File: src/shared/drive_protection_monitor_consts.vh
// Constants for the drive protection monitor: register indices, field
// positions, reset values, fixed thresholds and timing counts.
// Assumes a 25 MHz monitoring clock and signed temperatures in degrees C.
`ifndef DRIVE_PROTECTION_MONITOR_CONSTS_VH
`define DRIVE_PROTECTION_MONITOR_CONSTS_VH

// Register indices.
`define REG_CTRL            4'h0
`define REG_I2T_ALARM       4'h1
`define REG_HS_MARGIN       4'h2
`define REG_JT_MARGIN       4'h3
`define REG_BLOCK_SPEED     4'h4
`define REG_BLOCK_DELAY     4'h5
`define REG_STALL_SPEED     4'h6
`define REG_STALL_FAULT     4'h7
`define REG_CHG_SPEED       4'h8
`define REG_CHG_HYST        4'h9
`define REG_STALL_DELAY     4'ha
`define REG_MOT_ALARM_LVL   4'hb
`define REG_MOT_TRIP_LVL    4'hc
`define REG_MOT_TIMER       4'hd
`define REG_SENS_TIMER      4'he
`define REG_STATUS          4'hf

// Control register fields.
`define CTRL_RESP_LSB       0
`define CTRL_SRC_LSB        2
`define CTRL_KIND_LSB       6
`define CTRL_MRESP_LSB      8
`define CTRL_INDUCTION_BIT  10
`define CTRL_RESET          16'h0000

// Codes.
`define SRC_EXTERNAL        4'ha
`define KIND_PTC            2'h1
`define KIND_LINEAR         2'h2

// Fixed levels and register reset values; loads in percent, temperatures in degrees C.
`define LOAD_TRIP_PCT       16'sh0064
`define I2T_ALARM_RESET     16'h005f
`define HS_TRIP_C           16'sh005a
`define JT_TRIP_C           16'sh0096
`define AIR_TRIP_C          16'sh0037
`define HS_MARGIN_RESET     16'h0005
`define JT_MARGIN_RESET     16'h000f
`define AIR_MARGIN_K        16'sh0005
`define LIN_MIN_C           16'shffd0
`define LIN_MAX_C           16'sh00f8
`define PTC_COLD_C          16'shffce
`define PTC_HOT_C           16'sh00fa
`define PTC_TRIP_OHM        16'h0672
`define MOT_ALARM_RESET     16'h0078
`define MOT_TRIP_RESET      16'h0091
`define CHG_HYST_RESET      16'h0001

// Delay registers count milliseconds.
`define TICK_NS             1000000
`define CLK_NS              40
`define TICK_CYCLES         (`TICK_NS / `CLK_NS)

`endif

File: src/rtl/drive_protection_monitor.v
// Protection monitor: power-unit thermal/overload, blocked motor, stall
// and motor temperature evaluation with register access.
// Assumes measured values come from logic on i_ref_clk; pin level
// inputs (sensor presence) are synchronised here.
`timescale 1ns/100ps
`include "drive_protection_monitor_consts.vh"
module drive_protection_monitor (
  input  wire        i_ref_clk,
  input  wire        i_rst,
  input  wire [3:0]  i_addr,
  input  wire [15:0] i_wdata,
  input  wire        i_wr,
  input  wire        i_rd,
  output reg  [15:0] o_rdata,
  input  wire [15:0] i_converter_load_pct,
  input  wire [15:0] i_heatsink_temp,
  input  wire [15:0] i_junction_temp,
  input  wire [15:0] i_inlet_air_temp,
  input  wire [15:0] i_speed_abs,
  input  wire        i_vector_control,
  input  wire        i_encoder_closed_loop,
  input  wire        i_speed_ctrl_at_limit,
  input  wire        i_current_limit_reached,
  input  wire [15:0] i_speed_deviation,
  input  wire [15:0] i_model_error,
  input  wire [15:0] i_sensor_temp,
  input  wire [15:0] i_ptc_ohm,
  input  wire        i_sensor_present,
  output reg         o_i2t_alarm,
  output reg         o_i2t_trip,
  output reg         o_heatsink_alarm,
  output reg         o_heatsink_trip,
  output reg         o_junction_temp_alarm,
  output reg         o_junction_temp_trip,
  output reg         o_inlet_air_alarm,
  output reg         o_pulse_freq_reduce,
  output reg         o_output_freq_reduce,
  output reg         o_power_off,
  output reg         o_motor_blocked,
  output reg         o_motor_blocked_trip,
  output reg  [15:0] o_control_status_word_three,
  output reg         o_motor_stalled_trip,
  output reg  [15:0] o_motor_temp,
  output reg         o_motor_overtemp_alarm,
  output reg         o_motor_overtemp_trip,
  output reg         o_current_ceiling_reduce,
  output reg         o_sensor_fault_alarm,
  output reg         o_sensor_fault_trip,
  output reg         o_sensor_missing_alarm,
  output reg         o_use_model_temp
);

  // ==========================================================================
  // Helpers
  function gte;
    input [15:0] a;
    input [15:0] b;
    begin
      gte = ($signed(a) >= $signed(b));
    end
  endfunction

  function [15:0] sat;
    input [15:0] v;
    input [15:0] lo;
    input [15:0] hi;
    begin
      if ($signed(v) < $signed(lo)) begin
        sat = lo;
      end else if ($signed(v) > $signed(hi)) begin
        sat = hi;
      end else begin
        sat = v;
      end
    end
  endfunction

  // ==========================================================================
  // Registers
  reg [15:0] ctrl_reg;
  reg [15:0] i2t_alarm_reg;
  reg [15:0] hs_margin_reg;
  reg [15:0] jt_margin_reg;
  reg [15:0] block_speed_reg;
  reg [15:0] block_delay_reg;
  reg [15:0] stall_speed_reg;
  reg [15:0] stall_fault_reg;
  reg [15:0] chg_speed_reg;
  reg [15:0] chg_hyst_reg;
  reg [15:0] stall_delay_reg;
  reg [15:0] mot_alarm_reg;
  reg [15:0] mot_trip_reg;
  reg [15:0] mot_timer_reg;
  reg [15:0] sens_timer_reg;
  reg [15:0] rdata_next;
  reg [15:0] status_word;

  wire [1:0] resp_sel   = ctrl_reg[`CTRL_RESP_LSB +: 2];
  wire [3:0] temp_src   = ctrl_reg[`CTRL_SRC_LSB +: 4];
  wire [1:0] sens_kind  = ctrl_reg[`CTRL_KIND_LSB +: 2];
  wire [1:0] mot_resp   = ctrl_reg[`CTRL_MRESP_LSB +: 2];
  wire       induction  = ctrl_reg[`CTRL_INDUCTION_BIT];

  // Alarm levels except the inlet air alarm, margins, delays and the motor trip level are writable; power-unit shutdown levels are constants.
  always @(posedge i_ref_clk or posedge i_rst) begin
    if (i_rst) begin
      ctrl_reg        <= `CTRL_RESET;
      i2t_alarm_reg   <= `I2T_ALARM_RESET;
      hs_margin_reg   <= `HS_MARGIN_RESET;
      jt_margin_reg   <= `JT_MARGIN_RESET;
      block_speed_reg <= 16'h0000;
      block_delay_reg <= 16'h0000;
      stall_speed_reg <= 16'h0000;
      stall_fault_reg <= 16'h0000;
      chg_speed_reg   <= 16'h0000;
      chg_hyst_reg    <= `CHG_HYST_RESET;
      stall_delay_reg <= 16'h0000;
      mot_alarm_reg   <= `MOT_ALARM_RESET;
      mot_trip_reg    <= `MOT_TRIP_RESET;
      mot_timer_reg   <= 16'h0000;
      sens_timer_reg  <= 16'h0000;
    end else if (i_wr) begin
      case (i_addr)
        `REG_CTRL:          ctrl_reg        <= i_wdata;
        `REG_I2T_ALARM:     i2t_alarm_reg   <= i_wdata;
        `REG_HS_MARGIN:     hs_margin_reg   <= i_wdata;
        `REG_JT_MARGIN:     jt_margin_reg   <= i_wdata;
        `REG_BLOCK_SPEED:   block_speed_reg <= i_wdata;
        `REG_BLOCK_DELAY:   block_delay_reg <= i_wdata;
        `REG_STALL_SPEED:   stall_speed_reg <= i_wdata;
        `REG_STALL_FAULT:   stall_fault_reg <= i_wdata;
        `REG_CHG_SPEED:     chg_speed_reg   <= i_wdata;
        `REG_CHG_HYST:      chg_hyst_reg    <= i_wdata;
        `REG_STALL_DELAY:   stall_delay_reg <= i_wdata;
        `REG_MOT_ALARM_LVL: mot_alarm_reg   <= i_wdata;
        `REG_MOT_TRIP_LVL:  mot_trip_reg    <= i_wdata;
        `REG_MOT_TIMER:     mot_timer_reg   <= i_wdata;
        `REG_SENS_TIMER:    sens_timer_reg  <= i_wdata;
        default: begin
        end
      endcase
    end
  end

  always @* begin
    status_word = {4'h0, o_sensor_missing_alarm, o_sensor_fault_trip,
                   o_sensor_fault_alarm, o_motor_overtemp_trip,
                   o_motor_overtemp_alarm, o_motor_stalled_trip,
                   o_motor_blocked_trip, o_junction_temp_trip,
                   o_heatsink_trip, o_i2t_trip, o_junction_temp_alarm,
                   o_i2t_alarm | o_heatsink_alarm};
    case (i_addr)
      `REG_CTRL:          rdata_next = ctrl_reg;
      `REG_I2T_ALARM:     rdata_next = i2t_alarm_reg;
      `REG_HS_MARGIN:     rdata_next = hs_margin_reg;
      `REG_JT_MARGIN:     rdata_next = jt_margin_reg;
      `REG_BLOCK_SPEED:   rdata_next = block_speed_reg;
      `REG_BLOCK_DELAY:   rdata_next = block_delay_reg;
      `REG_STALL_SPEED:   rdata_next = stall_speed_reg;
      `REG_STALL_FAULT:   rdata_next = stall_fault_reg;
      `REG_CHG_SPEED:     rdata_next = chg_speed_reg;
      `REG_CHG_HYST:      rdata_next = chg_hyst_reg;
      `REG_STALL_DELAY:   rdata_next = stall_delay_reg;
      `REG_MOT_ALARM_LVL: rdata_next = mot_alarm_reg;
      `REG_MOT_TRIP_LVL:  rdata_next = mot_trip_reg;
      `REG_MOT_TIMER:     rdata_next = mot_timer_reg;
      `REG_SENS_TIMER:    rdata_next = sens_timer_reg;
      default:            rdata_next = status_word;
    endcase
  end

  always @(posedge i_ref_clk or posedge i_rst) begin
    if (i_rst) begin
      o_rdata <= 16'h0000;
    end else if (i_rd) begin
      o_rdata <= rdata_next;
    end else begin
      o_rdata <= 16'h0000;
    end
  end

  // ==========================================================================
  // Millisecond tick and pin synchroniser
  reg [15:0] tick_cnt_reg;
  reg        tick_reg;
  reg        present_meta_reg;
  reg        present_sync_reg;

  always @(posedge i_ref_clk or posedge i_rst) begin
    if (i_rst) begin
      tick_cnt_reg     <= 16'h0000;
      tick_reg         <= 1'b0;
      present_meta_reg <= 1'b0;
      present_sync_reg <= 1'b0;
    end else begin
      present_meta_reg <= i_sensor_present;
      present_sync_reg <= present_meta_reg;
      if ({16'h0000, tick_cnt_reg} == `TICK_CYCLES - 1) begin
        tick_cnt_reg <= 16'h0000;
        tick_reg     <= 1'b1;
      end else begin
        tick_cnt_reg <= tick_cnt_reg + 16'h0001;
        tick_reg     <= 1'b0;
      end
    end
  end

  // ==========================================================================
  // Power unit supervision
  // Alarms sit at or below the fixed trips, so an alarm always shows by the
  // time the trip does.
  wire i2t_alarm_c = gte(i_converter_load_pct, i2t_alarm_reg) ||
                     ($signed(i_converter_load_pct) > $signed(`LOAD_TRIP_PCT));
  wire i2t_trip_c  = $signed(i_converter_load_pct) > $signed(`LOAD_TRIP_PCT);
  wire hs_trip_c   = gte(i_heatsink_temp, `HS_TRIP_C);
  wire hs_alarm_c  = hs_trip_c || gte(i_heatsink_temp, `HS_TRIP_C - hs_margin_reg);
  wire jt_trip_c   = gte(i_junction_temp, `JT_TRIP_C);
  wire jt_alarm_c  = jt_trip_c || gte(i_junction_temp, `JT_TRIP_C - jt_margin_reg);
  wire air_alarm_c = gte(i_inlet_air_temp, `AIR_TRIP_C - `AIR_MARGIN_K);
  wire pu_alarm_c  = i2t_alarm_c | hs_alarm_c | jt_alarm_c | air_alarm_c;
  wire pu_trip_c   = i2t_trip_c | hs_trip_c | jt_trip_c;

  // Response is registered together with the alarm, same edge.
  always @(posedge i_ref_clk or posedge i_rst) begin
    if (i_rst) begin
      o_i2t_alarm           <= 1'b0;
      o_i2t_trip            <= 1'b0;
      o_heatsink_alarm      <= 1'b0;
      o_heatsink_trip       <= 1'b0;
      o_junction_temp_alarm <= 1'b0;
      o_junction_temp_trip  <= 1'b0;
      o_inlet_air_alarm     <= 1'b0;
      o_pulse_freq_reduce   <= 1'b0;
      o_output_freq_reduce  <= 1'b0;
      o_power_off           <= 1'b0;
    end else begin
      o_i2t_alarm           <= i2t_alarm_c;
      o_heatsink_alarm      <= hs_alarm_c;
      o_junction_temp_alarm <= jt_alarm_c;
      o_inlet_air_alarm     <= air_alarm_c;
      // Trips latch until reset: shutdown is not undone by cooling.
      o_i2t_trip            <= o_i2t_trip | i2t_trip_c;
      o_heatsink_trip       <= o_heatsink_trip | hs_trip_c;
      o_junction_temp_trip  <= o_junction_temp_trip | jt_trip_c;
      o_pulse_freq_reduce   <= pu_alarm_c && resp_sel[1];
      o_output_freq_reduce  <= pu_alarm_c && !resp_sel[0];
      o_power_off           <= o_power_off | pu_trip_c;
    end
  end

  // ==========================================================================
  // Blocked and stalled motor
  wire [31:0] chg_product = chg_speed_reg * chg_hyst_reg;
  wire blocked_c = (i_speed_abs < block_speed_reg) &&
                   (i_vector_control ? i_speed_ctrl_at_limit
                                     : i_current_limit_reached);
  wire dev_c     = i_encoder_closed_loop &&
                   (i_speed_deviation > stall_speed_reg);
  wire lowstall_c = ({16'h0000, i_speed_abs} < chg_product) &&
                    (i_model_error > stall_fault_reg);
  wire blocked_exp;
  wire stalled_exp;

  delay_timer u_block_timer (
    .i_ref_clk (i_ref_clk),
    .i_rst     (i_rst),
    .i_tick    (tick_reg),
    .i_cond    (blocked_c),
    .i_delay   (block_delay_reg),
    .o_expired (blocked_exp)
  );

  delay_timer u_stall_timer (
    .i_ref_clk (i_ref_clk),
    .i_rst     (i_rst),
    .i_tick    (tick_reg),
    .i_cond    (dev_c | lowstall_c),
    .i_delay   (stall_delay_reg),
    .o_expired (stalled_exp)
  );

  always @(posedge i_ref_clk or posedge i_rst) begin
    if (i_rst) begin
      o_motor_blocked             <= 1'b0;
      o_motor_blocked_trip        <= 1'b0;
      o_control_status_word_three <= 16'h0000;
      o_motor_stalled_trip        <= 1'b0;
    end else begin
      o_motor_blocked      <= blocked_exp;
      o_motor_blocked_trip <= o_motor_blocked_trip | blocked_exp;
      o_control_status_word_three <= {3'h0, lowstall_c, dev_c, 11'h000};
      o_motor_stalled_trip <= o_motor_stalled_trip | stalled_exp;
    end
  end

  // ==========================================================================
  // Motor temperature
  wire ext_src    = (temp_src == `SRC_EXTERNAL);
  wire is_linear  = ext_src && (sens_kind == `KIND_LINEAR);
  wire is_ptc     = ext_src && (sens_kind == `KIND_PTC);
  wire ptc_hot    = i_ptc_ohm > `PTC_TRIP_OHM;
  wire [15:0] ptc_temp = ptc_hot ? `PTC_HOT_C : `PTC_COLD_C;
  wire [15:0] lin_temp = sat(i_sensor_temp, `LIN_MIN_C, `LIN_MAX_C);
  // Range check looks at the raw reading, before saturation hides it.
  wire sens_bad_c = is_linear && present_sync_reg &&
                    (($signed(i_sensor_temp) < $signed(`PTC_COLD_C)) ||
                     ($signed(i_sensor_temp) > $signed(`PTC_HOT_C)));
  wire lin_alarm_c = is_linear && gte(lin_temp, mot_alarm_reg);
  wire lin_trip_c  = is_linear && gte(lin_temp, mot_trip_reg);
  wire ot_alarm_c  = lin_alarm_c | (is_ptc && ptc_hot);
  wire ptc_trip_exp;
  wire sens_exp;

  delay_timer u_ptc_timer (
    .i_ref_clk (i_ref_clk),
    .i_rst     (i_rst),
    .i_tick    (tick_reg),
    .i_cond    (is_ptc && ptc_hot),
    .i_delay   (mot_timer_reg),
    .o_expired (ptc_trip_exp)
  );

  delay_timer u_sens_timer (
    .i_ref_clk (i_ref_clk),
    .i_rst     (i_rst),
    .i_tick    (tick_reg),
    .i_cond    (sens_bad_c),
    .i_delay   (sens_timer_reg),
    .o_expired (sens_exp)
  );

  // Response 0 never trips; 1 trips and cuts the current ceiling.
  wire trip_allowed = (mot_resp == 2'h1) || (mot_resp == 2'h2);
  wire ot_trip_c    = trip_allowed && (lin_trip_c | ptc_trip_exp);

  always @(posedge i_ref_clk or posedge i_rst) begin
    if (i_rst) begin
      o_motor_temp             <= 16'h0000;
      o_motor_overtemp_alarm   <= 1'b0;
      o_motor_overtemp_trip    <= 1'b0;
      o_current_ceiling_reduce <= 1'b0;
      o_sensor_fault_alarm     <= 1'b0;
      o_sensor_fault_trip      <= 1'b0;
      o_sensor_missing_alarm   <= 1'b0;
      o_use_model_temp         <= 1'b0;
    end else begin
      o_motor_temp <= is_ptc ? ptc_temp : (is_linear ? lin_temp : 16'h0000);
      o_motor_overtemp_alarm   <= ot_alarm_c;
      o_motor_overtemp_trip    <= o_motor_overtemp_trip | ot_trip_c;
      o_current_ceiling_reduce <= ot_alarm_c && (mot_resp == 2'h1);
      o_sensor_fault_alarm     <= sens_bad_c;
      // Zero timer suppresses the trip rather than tripping at once.
      o_sensor_fault_trip <= o_sensor_fault_trip |
                             (sens_exp && (sens_timer_reg != 16'h0000));
      o_use_model_temp <= sens_bad_c && induction &&
                          (sens_timer_reg == 16'h0000);
      o_sensor_missing_alarm <= ext_src && !present_sync_reg;
    end
  end

endmodule

File: src/rtl/delay_timer.v
// Millisecond delay timer: counts ticks while a condition holds.
// Assumes a one-cycle tick enable from the same clock.
`timescale 1ns/100ps
module delay_timer (
  input  wire        i_ref_clk,
  input  wire        i_rst,
  input  wire        i_tick,
  input  wire        i_cond,
  input  wire [15:0] i_delay,
  output wire        o_expired
);
  reg [15:0] count_reg;

  // Restart from zero whenever the condition drops.
  always @(posedge i_ref_clk or posedge i_rst) begin
    if (i_rst) begin
      count_reg <= 16'h0000;
    end else if (!i_cond) begin
      count_reg <= 16'h0000;
    end else if (i_tick && count_reg < i_delay) begin
      count_reg <= count_reg + 16'h0001;
    end
  end

  assign o_expired = i_cond && (count_reg >= i_delay);
endmodule

File: config.mk
export PLATFORM = sky130hd
export DESIGN_NAME = drive_protection_monitor
export DESIGN_NICKNAME = d
export VERILOG_FILES = /design/src/rtl/drive_protection_monitor.v /design/src/rtl/delay_timer.v
export VERILOG_INCLUDE_DIRS = /design/src /design/src/shared
export SDC_FILE = /design/constraint.sdc
export NUM_CORES = 2
export LEC_CHECK = 0
export BUFFER_PORTS_ARGS = -buffer_cell sky130_fd_sc_hd__buf_2
export CORE_UTILIZATION = 55
export CTS_BUF_LIST = sky130_fd_sc_hd__clkbuf_16
export DETAILED_ROUTE_END_ITERATION = 12
export HOLD_SLACK_MARGIN = 0.06
export PLACE_DENSITY = 0.82
export SYNTH_ARGS = -nofsm -noshare
export SYNTH_HDL_FRONTEND = slang
export SYNTH_SLANG_ARGS = --single-unit
File: constraint.sdc
create_clock -name i_ref_clk -period 10.89 [get_ports i_ref_clk]
set_input_delay 0.5445 -clock i_ref_clk [delete_from_list [all_inputs] [get_ports i_ref_clk]]
set_output_delay 0.5445 -clock i_ref_clk [all_outputs]
set_load 0.005 [all_outputs]
==> results.toml <==
[final_layout]
syn_to_final_growth_pct = 9.68
drive_gt1_frac = 0.185
stdcell_count = 4105
final_cell_mix = "inv_1, dfrtp_1, ha_1, nand2_1, mux2_2"
nFillCells = 4491
fin_nets = 4012
final_common_cell = "inv_1"

[clock_network]
cts_tree = "built"
cts_setup_buffers = 0
root_buffer = "clkbuf_16"
numCtsBuffers = 38
clockBufferDepth = 3
numClockSinks = 377
clkTransAtPathRegs_ns = 0.07
htreeDepth = 2
post_cts_resized = 0
clkLatencyLatePin_ns = 0.55
cts-hold-fix-buffers = 0

[setup_path]
arrival_ns = 8.69
cp.required_ns = 11.26
cp-start-kind = "register"
crit_type = "reg2reg"
critPathMaxFanout = 18
cp-end-kind = "register"

[run_status]
status = "complete, no violations"

[floorplanning]
die_w_um = 240
core_mm2 = 0.0555
num_rows = 86
fp.dieArea_mm2 = 0.0576
die_h_um = 240
initial_core_util = 0.561
io_pins = 241

[global_routing]
grt.total_usage = 0.341
grt_pass1_wl_um = 148000
grt_max_degree = 164
grt-ovfl-total = 0
grt_antenna_before_repair = 1
grt_pass1_vias = 25400

[drt]
viasPerCell = 6.21
wl_per_cell_um = 23.7
drtIter0Drc = 2757
routed-wl-met3_um = 9780
vias = 25500
first_pass_iters = 9
maxUsedRoutingLayer = "met4"
drc = 0
drt_wl_total_um = 97400
drtAntennaViolNets = 0
wl_met2_um = 43300
wl_met1_um = 36200

[synthesis]
syn_area_mm2 = 0.0311
ys_seq_area_frac = 0.304
synthCells = 3165
syn_area_per_cell_um2 = 9.84
synth_edf_count = 0
yosysWarnings = 0
ys_seq_elements = 377
async_reset_ff_frac = 1.00
synth.distinct_cells = 82
ys.flop_type = "dfrtp_1"

[timing]
fin_setup_tns_ns = 0
slew_headroom = 0.210
clock_skew_ns = 0.0183
slew_violations = 0
timing.final.hold_violations = 0
finalSetupViolations = 0
min_period_over_period = 0.765
worst-slew-pin-transition_ns = 1.18
min_period_ns = 8.33
max_freq_mhz = 120
rsz0062_at_grt = "no"

[placed_design]
dp_cells = 4035
port_buffers = 225
gp_congestion = 1.02
dp_hpwl_um = 71700

[job]
drv_cap = 0

[min_path]
hold_class = "in2reg"
[stage by stage]
step | area (µm²) | hold WS (ns) | worst slack (ns) | utilization
2_1_floorplan | 31200 | 0.331 | 4.03 | -
3_3_place_gp | 32900 | 0.336 | 2.77 | 0.593
3_5_place_dp | 32900 | 0.353 | 2.62 | 0.593
4_1_cts | 34100 | 0.108 | 2.61 | 0.615
5_1_grt | 34100 | 0.105 | 2.15 | 0.615
6_report | 34100 | 0.110 | 2.56 | 0.615
[critical path, stage by stage (launching register included)]
cell      delay (ns)
dfrtp_1         0.98
nand2_1         0.20
fa_1            0.60
fa_1            0.45
fa_1            0.50
fa_1            0.50
inv_1           0.06
fa_1            0.52
inv_1           0.06
fa_1            0.53
inv_1           0.04
ha_1            0.39
and2_2          0.23
nand3_2         0.11
a211oi_2        0.34
nor2_1          0.13
xor2_1          0.18
ha_1            0.31
nand4_1         0.13
nor2_1          0.11
o21ai_0         0.08
a31oi_1         0.20
o21ai_0         0.14
nand4b_1        0.32
nor4_4          0.90
nor3_1          0.11
[kinds of logic after synthesis]
group           synth area share
mux                       0.0898
compound gates             0.114
buf+inv                   0.0709
flops                      0.304
simple gates               0.139
other cells             0.000120
xor+xnor                  0.0301
fa+ha+maj                  0.253
[final cells by class]
type / instances / area (µm²) / area share
timing repair buffer: 261 / 1410 / 0.0413
inverter: 417 / 1570 / 0.0460
antenna: 1 / 2.50 / 0.0000733
tap: 748 / 936 / 0.0274
clock inverter: 30 / 231 / 0.00678
sequential: 377 / 9460 / 0.277
multi-input combinational: 2232 / 19600 / 0.573
clock buffer: 39 / 976 / 0.0286
[routing by layer]
metal,GRT usage,up-vias
met5,0,-
met3,0.0797,419
li1,-,11200
met1,0.422,12500
met2,0.529,1382
met4,0.239,0
[worst paths after layout]
path	from	endpoint	slack [ns]	cells past startpoint
hold / removal	i_sensor_present	present_meta_reg$_DFF_PP0_	0.11	1
max in group asynchronous	i_rst	block_delay_reg[12]$_DFFE_PP0P_	8.23	5
hold reg to reg	present_meta_reg$_DFF_PP0_	present_sync_reg$_DFF_PP0_	0.37	0
setup reg to reg	chg_speed_reg[8]$_DFFE_PP0P_	u_stall_timer.count_reg[6]$_DFFE_PP0P_	2.56	25
min in group asynchronous	i_rst	o_power_off$_DFF_PP0_	0.21	3
setup / recovery	chg_speed_reg[8]$_DFFE_PP0P_	u_stall_timer.count_reg[6]$_DFFE_PP0P_	2.56	25
[cells in the mapped netlist (all sizes together) (44+ instances only)]
cell type | count | share of area
nor3 | 58 | 0.0093
xor2 | 44 | 0.012
and2 | 128 | 0.026
xnor2 | 63 | 0.018
a21o | 78 | 0.019
a22oi | 69 | 0.017
nand2 | 252 | 0.030
dfrtp | 357 | 0.29
nand3 | 56 | 0.0092
inv | 417 | 0.050
a21oi | 102 | 0.017
ha | 318 | 0.13
nand4 | 83 | 0.017
fa | 194 | 0.12
mux2 | 242 | 0.088
o21ai | 58 | 0.0093
clkbuf | 126 | 0.015
nor2 | 131 | 0.016
Power is left out: the tool's default activity adds up to more than one toggle a clock period on the data nets, which glitch-free logic cannot reach.
